<file path="config.mk">
export PLATFORM = sky130hd
export DESIGN_NAME = kms_key_scan
export DESIGN_NICKNAME = d
export VERILOG_FILES = /design/src/kms_pkg.sv /design/src/kms_key_scan.sv
export VERILOG_INCLUDE_DIRS = /design/src
export SDC_FILE = /design/constraint.sdc
export NUM_CORES = 1
export LEC_CHECK = 0
export BUFFER_PORTS_ARGS = -buffer_cell sky130_fd_sc_hd__buf_2
export CORE_ASPECT_RATIO = 0.8
export CORE_MARGIN = 10
export CORE_UTILIZATION = 50
export CTS_BUF_LIST = sky130_fd_sc_hd__clkbuf_8
export CTS_CLUSTER_DIAMETER = 100
export CTS_CLUSTER_SIZE = 20
export DETAILED_ROUTE_END_ITERATION = 10
export PLACE_DENSITY = 0.7
export SLEW_MARGIN = 5
export SYNTH_ARGS = -nofsm -noshare
export SYNTH_HDL_FRONTEND = slang
export SYNTH_SLANG_ARGS = --single-unit
export TNS_END_PERCENT = 5
</file>
<file path="constraint.sdc">
create_clock -name clk_i -period 4.5 [get_ports clk_i]
set_input_delay 0.9 -clock clk_i [delete_from_list [all_inputs] [get_ports clk_i]]
set_output_delay 0.9 -clock clk_i [all_outputs]
set_load 0.1 [all_outputs]
</file>
<file path="src/kms_defs.svh">
// Offsets, field positions, reset values and timing counts of the key scanner
`ifndef KMS_DEFS_SVH
`define KMS_DEFS_SVH

// Register byte offsets
`define KMS_OFS_CTRL     8'h00
`define KMS_OFS_GPO      8'h04
`define KMS_OFS_KEY      8'h08
`define KMS_OFS_STATUS   8'h0C

// Field positions
`define KMS_CTRL_SLEEP_LSB  0
`define KMS_CTRL_PFN_LSB    3
`define KMS_KEY_ACK_BIT     30
`define KMS_ST_REQ_BIT      0
`define KMS_ST_PSAVE_BIT    1
`define KMS_ST_STATE_LSB    2

// Reset values
`define KMS_CTRL_RESET   6'h00
`define KMS_GPO_RESET    9'h000

// Matrix shape
`define KMS_ROWS         6
`define KMS_COLS         5
`define KMS_KEYS         30

// Timing in oscillator periods
`define KMS_SCAN_T       4608
`define KMS_REQ_T        9840
`define KMS_RESCAN_T     19680

`endif

</file>
<file path="src/kms_pkg.sv">
// Types of the key scanner
`default_nettype none
package kms_pkg;

    typedef enum logic [1:0] {
        KMS_IDLE = 2'b00,
        KMS_SCAN = 2'b01,
        KMS_WAIT = 2'b10,
        KMS_REQ  = 2'b11
    } kms_state_t;

    typedef struct packed {
        logic [2:0] port_fn;
        logic [2:0] sleep_sel;
    } kms_ctrl_t;

    typedef struct packed {
        logic        ack;
        logic [29:0] keys;
    } kms_keyword_t;

endpackage
`default_nettype wire

</file>
<file path="src/kms_key_scan.sv">
// Key matrix scanner with power saving and Wishbone register access
// Notes on behaviour
// - Key read data carries power-save ack: 1 in power save, 0 normal.
// - Any sleep-select bit set enters power save; all clear leaves it.
// - Power save forces segment and common outputs low, stops oscillator once scanner is idle.
// - Multi-function outputs keep general-purpose function in power save.
// - One scan pass lasts 4608 oscillator periods.
// - Two matching scans accepted; request raised 9840 periods after start.
// - Mismatch with key still pressed repeats scan; one repeat gives 19056.
// - Normal idle holds all scan lines high; scan until keys released.
// - Simultaneous presses set every matching key bit.
// - Request pulls data out low; released while serial select high.
// - Completed key read clears request and starts another scan.
// - Key read in power save leaves power save unchanged.
// - Power save holds scan lines per sleep bits; low lines never scan.
// - Press on a high line in power save restarts oscillator, scans.
// - Request output is open-drain, drives only low.
// - Key bit index is five times row plus zero-based sense line.
`timescale 1ns/1ps
`default_nettype none
`include "kms_defs.svh"

module kms_key_scan #(
    parameter int SCAN_T   = `KMS_SCAN_T,
    parameter int REQ_T    = `KMS_REQ_T
) (
    // Clock and reset
    input  wire logic        clk_i,
    input  wire logic        rst_i,
    // Wishbone slave
    input  wire logic        wb_cyc_i,
    input  wire logic        wb_stb_i,
    input  wire logic        wb_we_i,
    input  wire logic [7:0]  wb_adr_i,
    input  wire logic [3:0]  wb_sel_i,
    input  wire logic [31:0] wb_dat_i,
    output logic      [31:0] wb_dat_o,
    output logic             wb_ack_o,
    // Oscillator and serial select pins
    input  wire logic        oscillator_pin_i,
    input  wire logic        serial_select_i,
    // Key matrix
    output logic      [5:0]  scan_drive_o,
    input  wire logic [4:0]  sense_i,
    // Open-drain read request
    output logic             request_data_out_o,
    output logic             request_data_out_oe_o,
    // Display side controls
    output logic             seg_com_low_o,
    output logic             osc_run_o,
    output logic      [8:0]  multi_function_o
);

    localparam int SLOT_T = SCAN_T / `KMS_ROWS;
    localparam logic [13:0] REQ_LAST  = 14'(REQ_T - 1);
    localparam logic [9:0]  SLOT_LAST = 10'(SLOT_T - 1);
    localparam logic [2:0]  ROW_LAST  = 3'(`KMS_ROWS - 1);

    ////////////////////////////////////////////////////////////////////////
    // Functions

    function automatic logic [1:0] reg_index(input logic [7:0] adr);
        reg_index = adr[3:2];
    endfunction

    // Scan lines kept high in power save
    function automatic logic [5:0] ps_lines(input logic [2:0] s);
        ps_lines = {s[2], s[1], s[0], s[0], s[0], s[0]};
    endfunction

    ////////////////////////////////////////////////////////////////////////
    // Input synchronisers

    logic [4:0] sense_m_q;
    logic [4:0] sense_s_q;
    logic       sel_m_q;
    logic       sel_s_q;
    logic       osc_m_q;
    logic       osc_s_q;
    logic       osc_d_q;

    always_ff @(posedge clk_i)
    begin
        if (rst_i)
        begin
            sense_m_q <= 5'h00;
            sense_s_q <= 5'h00;
            sel_m_q   <= 1'b0;
            sel_s_q   <= 1'b0;
            osc_m_q   <= 1'b0;
            osc_s_q   <= 1'b0;
            osc_d_q   <= 1'b0;
        end
        else
        begin
            sense_m_q <= sense_i;
            sense_s_q <= sense_m_q;
            sel_m_q   <= serial_select_i;
            sel_s_q   <= sel_m_q;
            osc_m_q   <= oscillator_pin_i;
            osc_s_q   <= osc_m_q;
            osc_d_q   <= osc_s_q;
        end
    end

    ////////////////////////////////////////////////////////////////////////
    // Registers and bus

    kms_pkg::kms_ctrl_t    ctrl_q;
    logic [8:0]            gpo_q;
    kms_pkg::kms_keyword_t key_q;
    kms_pkg::kms_state_t   state_q;
    logic                  req_q;
    logic                  psave;
    logic                  tick;
    logic                  bus_done;
    logic                  key_read;

    assign psave    = |ctrl_q.sleep_sel;
    assign bus_done = wb_cyc_i & wb_stb_i & wb_ack_o;
    assign key_read = bus_done & ~wb_we_i
                      & (reg_index(wb_adr_i) == reg_index(`KMS_OFS_KEY));
    assign tick     = osc_s_q & ~osc_d_q & osc_run_o;

    always_ff @(posedge clk_i)
    begin
        if (rst_i)
            wb_ack_o <= 1'b0;
        else
            wb_ack_o <= wb_cyc_i & wb_stb_i & ~wb_ack_o;
    end

    // Writes take effect at the acknowledging edge
    always_ff @(posedge clk_i)
    begin
        if (rst_i)
        begin
            ctrl_q <= `KMS_CTRL_RESET;
            gpo_q  <= `KMS_GPO_RESET;
        end
        else if (bus_done && wb_we_i)
        begin
            if (reg_index(wb_adr_i) == reg_index(`KMS_OFS_CTRL) && wb_sel_i[0])
                ctrl_q <= wb_dat_i[5:0];
            if (reg_index(wb_adr_i) == reg_index(`KMS_OFS_GPO) && wb_sel_i[0])
                gpo_q[7:0] <= wb_dat_i[7:0];
            if (reg_index(wb_adr_i) == reg_index(`KMS_OFS_GPO) && wb_sel_i[1])
                gpo_q[8] <= wb_dat_i[8];
        end
    end

    // Read data captured with the request
    always_ff @(posedge clk_i)
    begin
        if (rst_i)
            wb_dat_o <= 32'h0000_0000;
        else if (wb_cyc_i && wb_stb_i && !wb_ack_o)
        begin
            unique case (reg_index(wb_adr_i))
                2'h0: wb_dat_o <= {26'h0, ctrl_q};
                2'h1: wb_dat_o <= {23'h0, gpo_q};
                2'h2: wb_dat_o <= {1'b0, key_q};
                2'h3: wb_dat_o <= {28'h0, state_q, psave, req_q};
            endcase
        end
    end

    ////////////////////////////////////////////////////////////////////////
    // Scan engine

    logic [13:0] elapsed_q;
    logic [9:0]  slot_q;
    logic [2:0]  row_q;
    logic        pass_q;
    logic [29:0] word_a_q;
    logic [29:0] word_b_q;
    logic [29:0] word_b_d;
    logic        pressed;
    logic        pass_end;

    assign pressed  = |sense_s_q;
    assign pass_end = tick && slot_q == SLOT_LAST && row_q == ROW_LAST;

    // Last row of the second pass folded in for the compare
    always_comb
    begin
        word_b_d = word_b_q;
        word_b_d[row_q * 5 +: 5] = sense_s_q;
    end

    always_ff @(posedge clk_i)
    begin
        if (rst_i)
        begin
            elapsed_q <= 14'h0000;
            slot_q    <= 10'h000;
            row_q     <= 3'h0;
            pass_q    <= 1'b0;
            word_a_q  <= 30'h0;
            word_b_q  <= 30'h0;
        end
        else if (state_q != kms_pkg::KMS_SCAN)
        begin
            slot_q <= 10'h000;
            row_q  <= 3'h0;
            pass_q <= 1'b0;
            if (state_q == kms_pkg::KMS_WAIT && tick)
                elapsed_q <= elapsed_q + 14'h0001;
            else if (state_q != kms_pkg::KMS_WAIT)
                elapsed_q <= 14'h0000;
        end
        else if (tick)
        begin
            elapsed_q <= elapsed_q + 14'h0001;
            slot_q    <= slot_q + 10'h001;
            if (slot_q == SLOT_LAST)
            begin
                slot_q <= 10'h000;
                if (pass_q)
                    word_b_q[row_q * 5 +: 5] <= sense_s_q;
                else
                    word_a_q[row_q * 5 +: 5] <= sense_s_q;
                row_q <= row_q + 3'h1;
                if (row_q == ROW_LAST)
                begin
                    row_q  <= 3'h0;
                    pass_q <= ~pass_q;
                    if (pass_q && word_b_d != word_a_q)
                        elapsed_q <= 14'h0000;
                end
            end
        end
    end

    always_ff @(posedge clk_i)
    begin
        if (rst_i)
        begin
            state_q <= kms_pkg::KMS_IDLE;
            key_q   <= 31'h0;
            req_q   <= 1'b0;
        end
        else
        begin
            key_q.ack <= psave;
            unique case (state_q)
                kms_pkg::KMS_IDLE:
                begin
                    if (pressed)
                    begin
                        state_q <= kms_pkg::KMS_SCAN;
                    end
                end
                kms_pkg::KMS_SCAN:
                begin
                    if (pass_end && pass_q)
                    begin
                        if (word_b_d == word_a_q)
                        begin
                            key_q.keys <= word_b_d;
                            state_q    <= (word_b_d == 30'h0)
                                          ? kms_pkg::KMS_IDLE
                                          : kms_pkg::KMS_WAIT;
                        end
                        else if (word_b_d == 30'h0)
                        begin
                            state_q <= kms_pkg::KMS_IDLE;
                        end
                    end
                end
                kms_pkg::KMS_WAIT:
                begin
                    if (tick && elapsed_q >= REQ_LAST)
                    begin
                        state_q <= kms_pkg::KMS_REQ;
                        req_q   <= 1'b1;
                    end
                end
                kms_pkg::KMS_REQ:
                begin
                    if (key_read)
                    begin
                        req_q   <= 1'b0;
                        state_q <= kms_pkg::KMS_SCAN;
                    end
                end
            endcase
        end
    end

    ////////////////////////////////////////////////////////////////////////
    // Pin outputs

    always_ff @(posedge clk_i)
    begin
        if (rst_i)
        begin
            scan_drive_o          <= 6'h3F;
            request_data_out_o    <= 1'b0;
            request_data_out_oe_o <= 1'b0;
            seg_com_low_o         <= 1'b0;
            osc_run_o             <= 1'b1;
            multi_function_o      <= 9'h000;
        end
        else
        begin
            if (state_q == kms_pkg::KMS_SCAN)
            begin
                scan_drive_o <= (6'h01 << row_q)
                                & (psave ? ps_lines(ctrl_q.sleep_sel)
                                         : 6'h3F);
            end
            else
            begin
                scan_drive_o <= psave ? ps_lines(ctrl_q.sleep_sel)
                                      : 6'h3F;
            end
            request_data_out_o    <= 1'b0;
            request_data_out_oe_o <= req_q & ~sel_s_q;
            seg_com_low_o         <= psave;
            osc_run_o             <= ~psave
                                     | (state_q != kms_pkg::KMS_IDLE)
                                     | pressed;
            multi_function_o      <= (ctrl_q.port_fn != 3'h0)
                                     ? gpo_q : 9'h000;
        end
    end

endmodule

`default_nettype wire

</file>
After elaboration in Yosys (flattened, before gate mapping)
Index checks and enable logic that the tools add are counted.
Widths: inputs -> output; s select.
Word-level totals
  register bits after elaboration: 202
  latch bits: 0
  RAM bits: 0
  bits in read-only memories: 0
  bits of input ports: 56
  output and inout port bits: 52
  word-level logic and storage cells: 133
  memories kept: 0
Operators by class
  $add $sub $neg: 4
  $mul: 1
  div/mod/pow operators: 0
  $lt $le $gt $ge: 1
  equality and inequality tests: 18
  shifts and indexed selects: 3
  multiplexer cells: 25
  bitwise operators: 19
  reduce and logical (&&, ||, !) cells: 35
Operators by type and width (number)
  $pmux 32 s4: 1
  $mux 14: 7
  $bwmux 30: 2
  $neg 6->34: 1
  $shift 5x34->30 const A: 1
  $shiftx 5x34->30: 1
  $eq 30x30->1: 1
  $logic_not 30->1: 1
  $ne 30x30->1: 1
  $add 14x1->14 const B: 1
  $ge 14x14->1 const B: 1
  $mux 2: 7
  $logic_and 1x1->1: 12
  $mux 6: 2
  $add 10x1->10 const B: 1
  $eq 10x10->1 const B: 1
  $mux 10: 1
  $reduce_and 2->1: 5
  $reduce_and 3->1: 3
  $and 1x1->1: 8
  $eq 2x2->1 const B: 4
  $ne 2x2->1 const B: 4
  $not 1->1: 8
  $pmux 2 s4: 1
  22 further kinds: 31

Logic depth before layout (Yosys ltp)
  word-level depth: 11
  gate-level depth with buffers: 16
  mapped depth without buffers: 11

Least setup slack after synthesis
OpenSTA, ideal clock, no wires.
  path type: reg-to-reg
  start point: register row_q[0]
  end point: register state_q[0]
  library setup time: 121 ps
  arrival: 3790 ps
  required time: 4379 ps
  path slack: 589 ps
  cell stages (with the launch flop): 14
  buffers on the path: 2
  clock period less this slack: 3911 ps
  path through: dfxtp_1 -> buf_2 -> clkbuf_1 -> inv_1 -> ha_1 -> ha_1 -> or4_4 -> nor2_4 -> mux2_2 -> a2111oi_2 -> nand4_1 -> or3_1 -> a21oi_1 -> mux2_2
On the way
  word-level cells in the longest chain between the ends: 8
  elaborated cells between the ends (all ways): 16
  those cells by class: add/sub: 1; mul: 1; eq/ne: 4; shift: 2; mux: 4; reduce/logical: 4
Ends and longest elaborated chain
  start: declaration: line kms_key_scan.sv:173  | logic [2:0] row_q;
  start signal: assignment: line kms_key_scan.sv:223  | row_q <= row_q + 3'h1;
  $mul 3x3->6: line kms_key_scan.sv:188  | word_b_d[row_q * 5 +: 5] = sense_s_q;
  $neg 6->34: line kms_key_scan.sv:188
  $shiftx 5x34->30 / $shift 5x34->30 (equally long branches): line kms_key_scan.sv:188
  $bwmux 30: line kms_key_scan.sv:188
  $eq 30x30->1: line kms_key_scan.sv:258  | if (word_b_d == word_a_q)
  $mux 2: line kms_key_scan.sv:258
  $mux 2: line kms_key_scan.sv:256  | if (pass_end && pass_q)
  $pmux 2 s4: line kms_key_scan.sv:246  | unique case (state_q)
  end signal: assignment: line kms_key_scan.sv:251  | state_q <= kms_pkg::KMS_SCAN;
  end signal: assignment: line kms_key_scan.sv:261  | state_q <= (word_b_d == 30'h0)
  end signal: assignment: line kms_key_scan.sv:267  | state_q <= kms_pkg::KMS_IDLE;
  end: declaration: line kms_key_scan.sv:112  | kms_pkg::kms_state_t state_q;
Parallel ways exist; a longest one is shown, timed or not. The select of a mux whose other input is x is not followed.
A chain may end at the register's enable or synchronous reset.

Worst setup path after layout
  start point: register row_q[1]
  end point: register state_q[0]
The elaborated chain is that of the path after synthesis.

==> impl_results.html <==
<table>
<tr><th>Metric</th><th>Value</th></tr>
<tr><th colspan="2">Placed design</th></tr>
<tr><td>Setup Slack @ Placement</td><td>0.3813 ns</td></tr>
<tr><td>Detailed placement HPWL</td><td>approximately 16000 um</td></tr>
<tr><td>Routability cong.</td><td>0.8907</td></tr>
<tr><td>Number of input and output port buffers inserted</td><td>74</td></tr>
<tr><td>Placed standard-cell area</td><td>9380 um2</td></tr>
<tr><th colspan="2">Cells and area</th></tr>
<tr><td>Final cell area excluding filler cells</td><td>9613 um2</td></tr>
<tr><td>Count of inserted antenna diode cells</td><td>0</td></tr>
<tr><td>Layout net count</td><td>1126</td></tr>
<tr><td>Share of post-route cells with drive strength above 1</td><td>between 10% and 20%</td></tr>
<tr><td>Area added between synthesis and finish</td><td>9.196%</td></tr>
<tr><th colspan="2">Setup path</th></tr>
<tr><td>Crit Path Max Fanout</td><td>12</td></tr>
<tr><td>Kind of capture point of the worst setup path</td><td>register</td></tr>
<tr><td>Reg2reg setup slack</td><td>around 0.26 ns</td></tr>
<tr><td>Worst reg2reg startpoint</td><td>row_q[1]</td></tr>
<tr><td>Most frequent cell on the critical path</td><td>sky130_fd_sc_hd__ha_1</td></tr>
<tr><td>Startpoint type of the worst setup path</td><td>register</td></tr>
<tr><td>Depth of the worst register-to-register path</td><td>11</td></tr>
<tr><td>Library cell contributing the largest single delay on the critical path</td><td>sky130_fd_sc_hd__a2111oi_0</td></tr>
<tr><td>Cell-by-cell trace of the critical path</td><td>inv_1, ha_1, ha_1, nand2b_2, a2111oi_0, o22ai_1, nor4_1, nand4_1, or3_1, a21oi_1, mux2_2</td></tr>
<tr><td>R2R Path End</td><td>state_q[0]</td></tr>
<tr><td>Slowest Stage Delay on Critical Path</td><td>0.66 ns</td></tr>
<tr><td>CP arrival</td><td>4.65 ns</td></tr>
<tr><td>Kind of critical path</td><td>register to register</td></tr>
<tr><td>Worst endpoint required time</td><td>4.91 ns</td></tr>
<tr><th colspan="2">Synthesis</th></tr>
<tr><td>Portion of the post-synthesis area used by sequential elements</td><td>45.71%</td></tr>
<tr><td>Leading area contributor after synthesis</td><td>sky130_fd_sc_hd__dfxtp_1</td></tr>
<tr><td>Top-area cell type share of the netlist area</td><td>around 46%</td></tr>
<tr><td>Mean cell area of the mapped netlist</td><td>8.734 um2</td></tr>
<tr><td>Dominant cell by count in the synthesized netlist</td><td>sky130_fd_sc_hd__dfxtp_1</td></tr>
<tr><td>Ys async rst share</td><td>0%</td></tr>
<tr><td>Library cells used by synthesis</td><td>69</td></tr>
<tr><td>Cell Area, Synth</td><td>8803 um2</td></tr>
<tr><td>Total of flip-flops plus latches after synthesis</td><td>201</td></tr>
<tr><td>Warnings from Yosys</td><td>0</td></tr>
<tr><td>Post-synth EDFFs</td><td>0</td></tr>
<tr><td>Cells taking the most area after synthesis</td><td>sky130_fd_sc_hd__dfxtp_1 (46%), sky130_fd_sc_hd__nor2_1 (5.8%), sky130_fd_sc_hd__nand2_1 (4.0%)</td></tr>
<tr><td>Post-Synthesis Cells</td><td>1008</td></tr>
<tr><td>Leading register cell type out of synthesis</td><td>sky130_fd_sc_hd__dfxtp_1</td></tr>
<tr><td>Most instantiated cells after synthesis</td><td>sky130_fd_sc_hd__dfxtp_1 (201), sky130_fd_sc_hd__nor2_1 (136), sky130_fd_sc_hd__nand2_1 (94)</td></tr>
<tr><th colspan="2">CTS</th></tr>
<tr><td>Max H-tree Level</td><td>1</td></tr>
<tr><td>Worst skew pair latency</td><td>0.51 ns</td></tr>
<tr><td>Number of setup buffers added after CTS</td><td>0</td></tr>
<tr><td>Clock buffers created by TritonCTS</td><td>14</td></tr>
<tr><td>Clock slew seen by the registers of the worst setup and hold paths</td><td>0.12 ns</td></tr>
<tr><td>Clock sink total</td><td>201</td></tr>
<tr><td>Number of buffers between clock root and the deepest sink</td><td>3</td></tr>
<tr><td>CTS tree</td><td>built</td></tr>
<tr><td>Number of resized instances in the post-cts repair step</td><td>0</td></tr>
<tr><td>Post-CTS Hold Fix Bufs</td><td>0</td></tr>
<tr><td>Root cell of the clock tree</td><td>sky130_fd_sc_hd__clkbuf_8</td></tr>
<tr><th colspan="2">Worst hold path</th></tr>
<tr><td>Number of instances on the worst hold path</td><td>1</td></tr>
<tr><td>End point of the most critical hold path</td><td>sense_s_q[2]</td></tr>
<tr><td>Kind of path behind the tightest hold check</td><td>register to register</td></tr>
<tr><td>Start point of the worst min-delay path</td><td>sense_m_q[2]</td></tr>
<tr><th colspan="2">Timing</th></tr>
<tr><td>Period utilisation layout</td><td>94.21%</td></tr>
<tr><td>Setup violation total in the final timing report</td><td>0</td></tr>
<tr><td>Top achievable clock speed</td><td>235.9 MHz</td></tr>
<tr><td>Relative max-transition margin</td><td>35.13%</td></tr>
<tr><td>Number of slew-limit violations in the final report</td><td>0</td></tr>
<tr><td>Final hold violation count</td><td>0</td></tr>
<tr><td>Clock period minus final worst setup slack</td><td>4.240 ns</td></tr>
<tr><td>Slew at the pin closest to its max-slew limit</td><td>slightly below 1 ns</td></tr>
<tr><td>Aggregate negative setup slack</td><td>0 ns</td></tr>
<tr><td>RSZ-0062 raised after global routing</td><td>no</td></tr>
<tr><td>Slack of the critical path</td><td>0.2605 ns</td></tr>
<tr><td>Layout Skew</td><td>0.03650 ns</td></tr>
<tr><th colspan="2">Global routing</th></tr>
<tr><td>Number of global-route vias before repair</td><td>roughly 6800</td></tr>
<tr><td>First-pass GRT wire length</td><td>36220 um</td></tr>
<tr><td>Pin count of the biggest net entering global routing</td><td>74</td></tr>
<tr><td>Initial antenna violation count</td><td>0</td></tr>
<tr><td>Total grt overflow</td><td>0</td></tr>
<tr><td>Combined global-route utilization of all metal layers</td><td>a little under a fifth</td></tr>
<tr><th colspan="2">Status</th></tr>
<tr><td>Status</td><td>complete, no violations</td></tr>
<tr><th colspan="2">Detailed routing</th></tr>
<tr><td>Detail-routed via count per cell</td><td>5.724</td></tr>
<tr><td>Final ANT Viol Nets</td><td>0</td></tr>
<tr><td>Final wirelength</td><td>22250 um</td></tr>
<tr><td>WL per Instance</td><td>about 17 um</td></tr>
<tr><td>Iteration-0 DRC count of the detailed router</td><td>678</td></tr>
<tr><td>Count of vias placed by the detailed router</td><td>7333</td></tr>
<tr><td>Detailed-routing iteration count for the pre-antenna-repair pass</td><td>5</td></tr>
<tr><td>Count of unresolved DRC violations after routing</td><td>0</td></tr>
<tr><th colspan="2">Flow run</th></tr>
<tr><td>Max-cap violations</td><td>0</td></tr>
<tr><th colspan="2">Floorplan</th></tr>
<tr><td>Core ar.</td><td>between 15000 and 20000 um2</td></tr>
<tr><td>I/O pin count</td><td>108</td></tr>
<tr><td>Height of the die</td><td>138.7 um</td></tr>
<tr><td>Horiz. Die Dim</td><td>168.4 um</td></tr>
<tr><td>Die Outline Area</td><td>approximately 23000 um2</td></tr>
<tr><td>Site row count</td><td>43</td></tr>
<tr><td>Initial standard-cell utilization of the core</td><td>50.82%</td></tr>
<tr><th colspan="2">Power and ir drop</th></tr>
<tr><td>Final Total Pwr</td><td>3.068 mW</td></tr>
<tr><td>Maximum vdd drop</td><td>0.2112 mV</td></tr>
<tr><td>P per Cell Area</td><td>319.2 nW/um2</td></tr>
<tr><td>Leak pwr</td><td>3.691 nW</td></tr>
</table>
## placed cells by master, fill, tap and decap left out, types with 3 or more instances in the layout
cell                          n
sky130_fd_sc_hd__a22o_1      23
sky130_fd_sc_hd__o2111ai_1    4
sky130_fd_sc_hd__clkbuf_8    15
sky130_fd_sc_hd__nor4_1       4
sky130_fd_sc_hd__nand3b_1     6
sky130_fd_sc_hd__xor2_1      23
sky130_fd_sc_hd__nand3_1     53
sky130_fd_sc_hd__a21oi_1     69
sky130_fd_sc_hd__nor2_1     135
sky130_fd_sc_hd__a311oi_1     6
sky130_fd_sc_hd__nand2b_1    11
sky130_fd_sc_hd__xnor2_1     17
sky130_fd_sc_hd__mux4_2       4
sky130_fd_sc_hd__mux2_2       3
sky130_fd_sc_hd__or3_1        3
sky130_fd_sc_hd__a31oi_1      3
sky130_fd_sc_hd__buf_2       73
sky130_fd_sc_hd__buf_4       25
sky130_fd_sc_hd__nor3_1      38
sky130_fd_sc_hd__nand4_1      8
sky130_fd_sc_hd__o21ai_0     21
sky130_fd_sc_hd__mux2i_1     35
sky130_fd_sc_hd__ha_1        15
sky130_fd_sc_hd__nand2_1     94
sky130_fd_sc_hd__dfxtp_1    201
sky130_fd_sc_hd__inv_1       20
sky130_fd_sc_hd__or2_2        4
sky130_fd_sc_hd__a22oi_1      3
sky130_fd_sc_hd__a211oi_1    39
sky130_fd_sc_hd__and2_1      10
sky130_fd_sc_hd__nor2b_1     19
sky130_fd_sc_hd__a221oi_1     6
sky130_fd_sc_hd__and3_1      15
## through the flow
stage               util [%]  hold slack (ns)  std cells
global route           55.49           0.4673       1281
finish                 55.49           0.4476       1281
floorplan                  -           0.3732       1009
detailed placement     54.15           0.4239       1264
global placement       54.15           0.4158       1264
CTS                    55.47           0.4503       1281
## per-layer routing
| metal | GRT usage, % | wire [um] |
|---|---|---|
| met5 | 0 | 0 |
| met4 | 4.803 | 548 |
| met3 | 3.739 | 1741 |
| met2 | 26.93 | 9392 |
| met1 | 26.61 | 10570 |
## area by class of cell
class | count | area (um2)
Fill cell | 1583 | 7711
Clock inverter | 2 | 23.77
Sequential cell | 201 | 4024
Inverter | 19 | 71.32
Multi-Input combinational cell | 720 | 4433
Tap cell | 225 | 281.5
Clock buffer | 15 | 206.4
Timing Repair Buffer | 99 | 573.1
## critical path: cells and delay by family, from the launching register on
| family | cells | cell delay, ns |
|---|---|---|
| multiplexers | 1 | 0.35 |
| adder cells (fa/ha/maj) | 2 | 0.73 |
| AO/OA/AOI/OAI | 3 | 1.04 |
| flip-flops | 1 | 0.51 |
| buffers and inverters | 1 | 0.11 |
| AND/OR/NAND/NOR | 4 | 1.39 |
## worst max-delay path by stage
| stage | startpoint | to | slack (ns) | depth (start not counted) |
|---|---|---|---|---|
| finish | row_q[1] | state_q[0] | 0.26 | 11 |
| global route | row_q[1] | key_q[15] | 0.03 | 13 |
| CTS | row_q[1] | state_q[0] | 0.35 | 11 |
| detailed placement | row_q[1] | state_q[0] | 0.38 | 11 |
| global placement | row_q[1] | state_q[0] | 0.39 | 11 |
| floorplan | row_q[0] | state_q[0] | 0.59 | 13 |
## flip-flops by register name, indices dropped and copies added, names as in the netlist, 2 cells and up
register and cells:
multi_function_o 9, word_b_q 30, key_q 30, sense_m_q 5
word_a_q 30, wb_dat_o 31, ctrl_q 6, scan_drive_o 6
elapsed_q 14, sense_s_q 5, state_q 2, slot_q 10
row_q 3, gpo_q 9
## cells by family (layout without fill, tap and decap cells)
family	after synthesis	count (layout)	share of synthesized area (%)
AO/OA/AOI/OAI	199	199	15.65
XOR/XNOR	40	40	3.979
adder cells (fa/ha/maj)	15	15	2.132
buffers and inverters	88	135	4.250
flip-flops	201	201	45.71
multiplexers	43	43	5.543
other	1	2	0.04260
AND/OR/NAND/NOR	421	421	22.70
## power breakdown
group / total (mW) / internal, mW / switching, mW
sequential: 1.83 / 1.81 / 0.0250
clock: 0.886 / 0.316 / 0.570
combinational: 0.351 / 0.0833 / 0.268
total: 3.07 / 2.21 / 0.863
(Power assumes the default switching activity.)
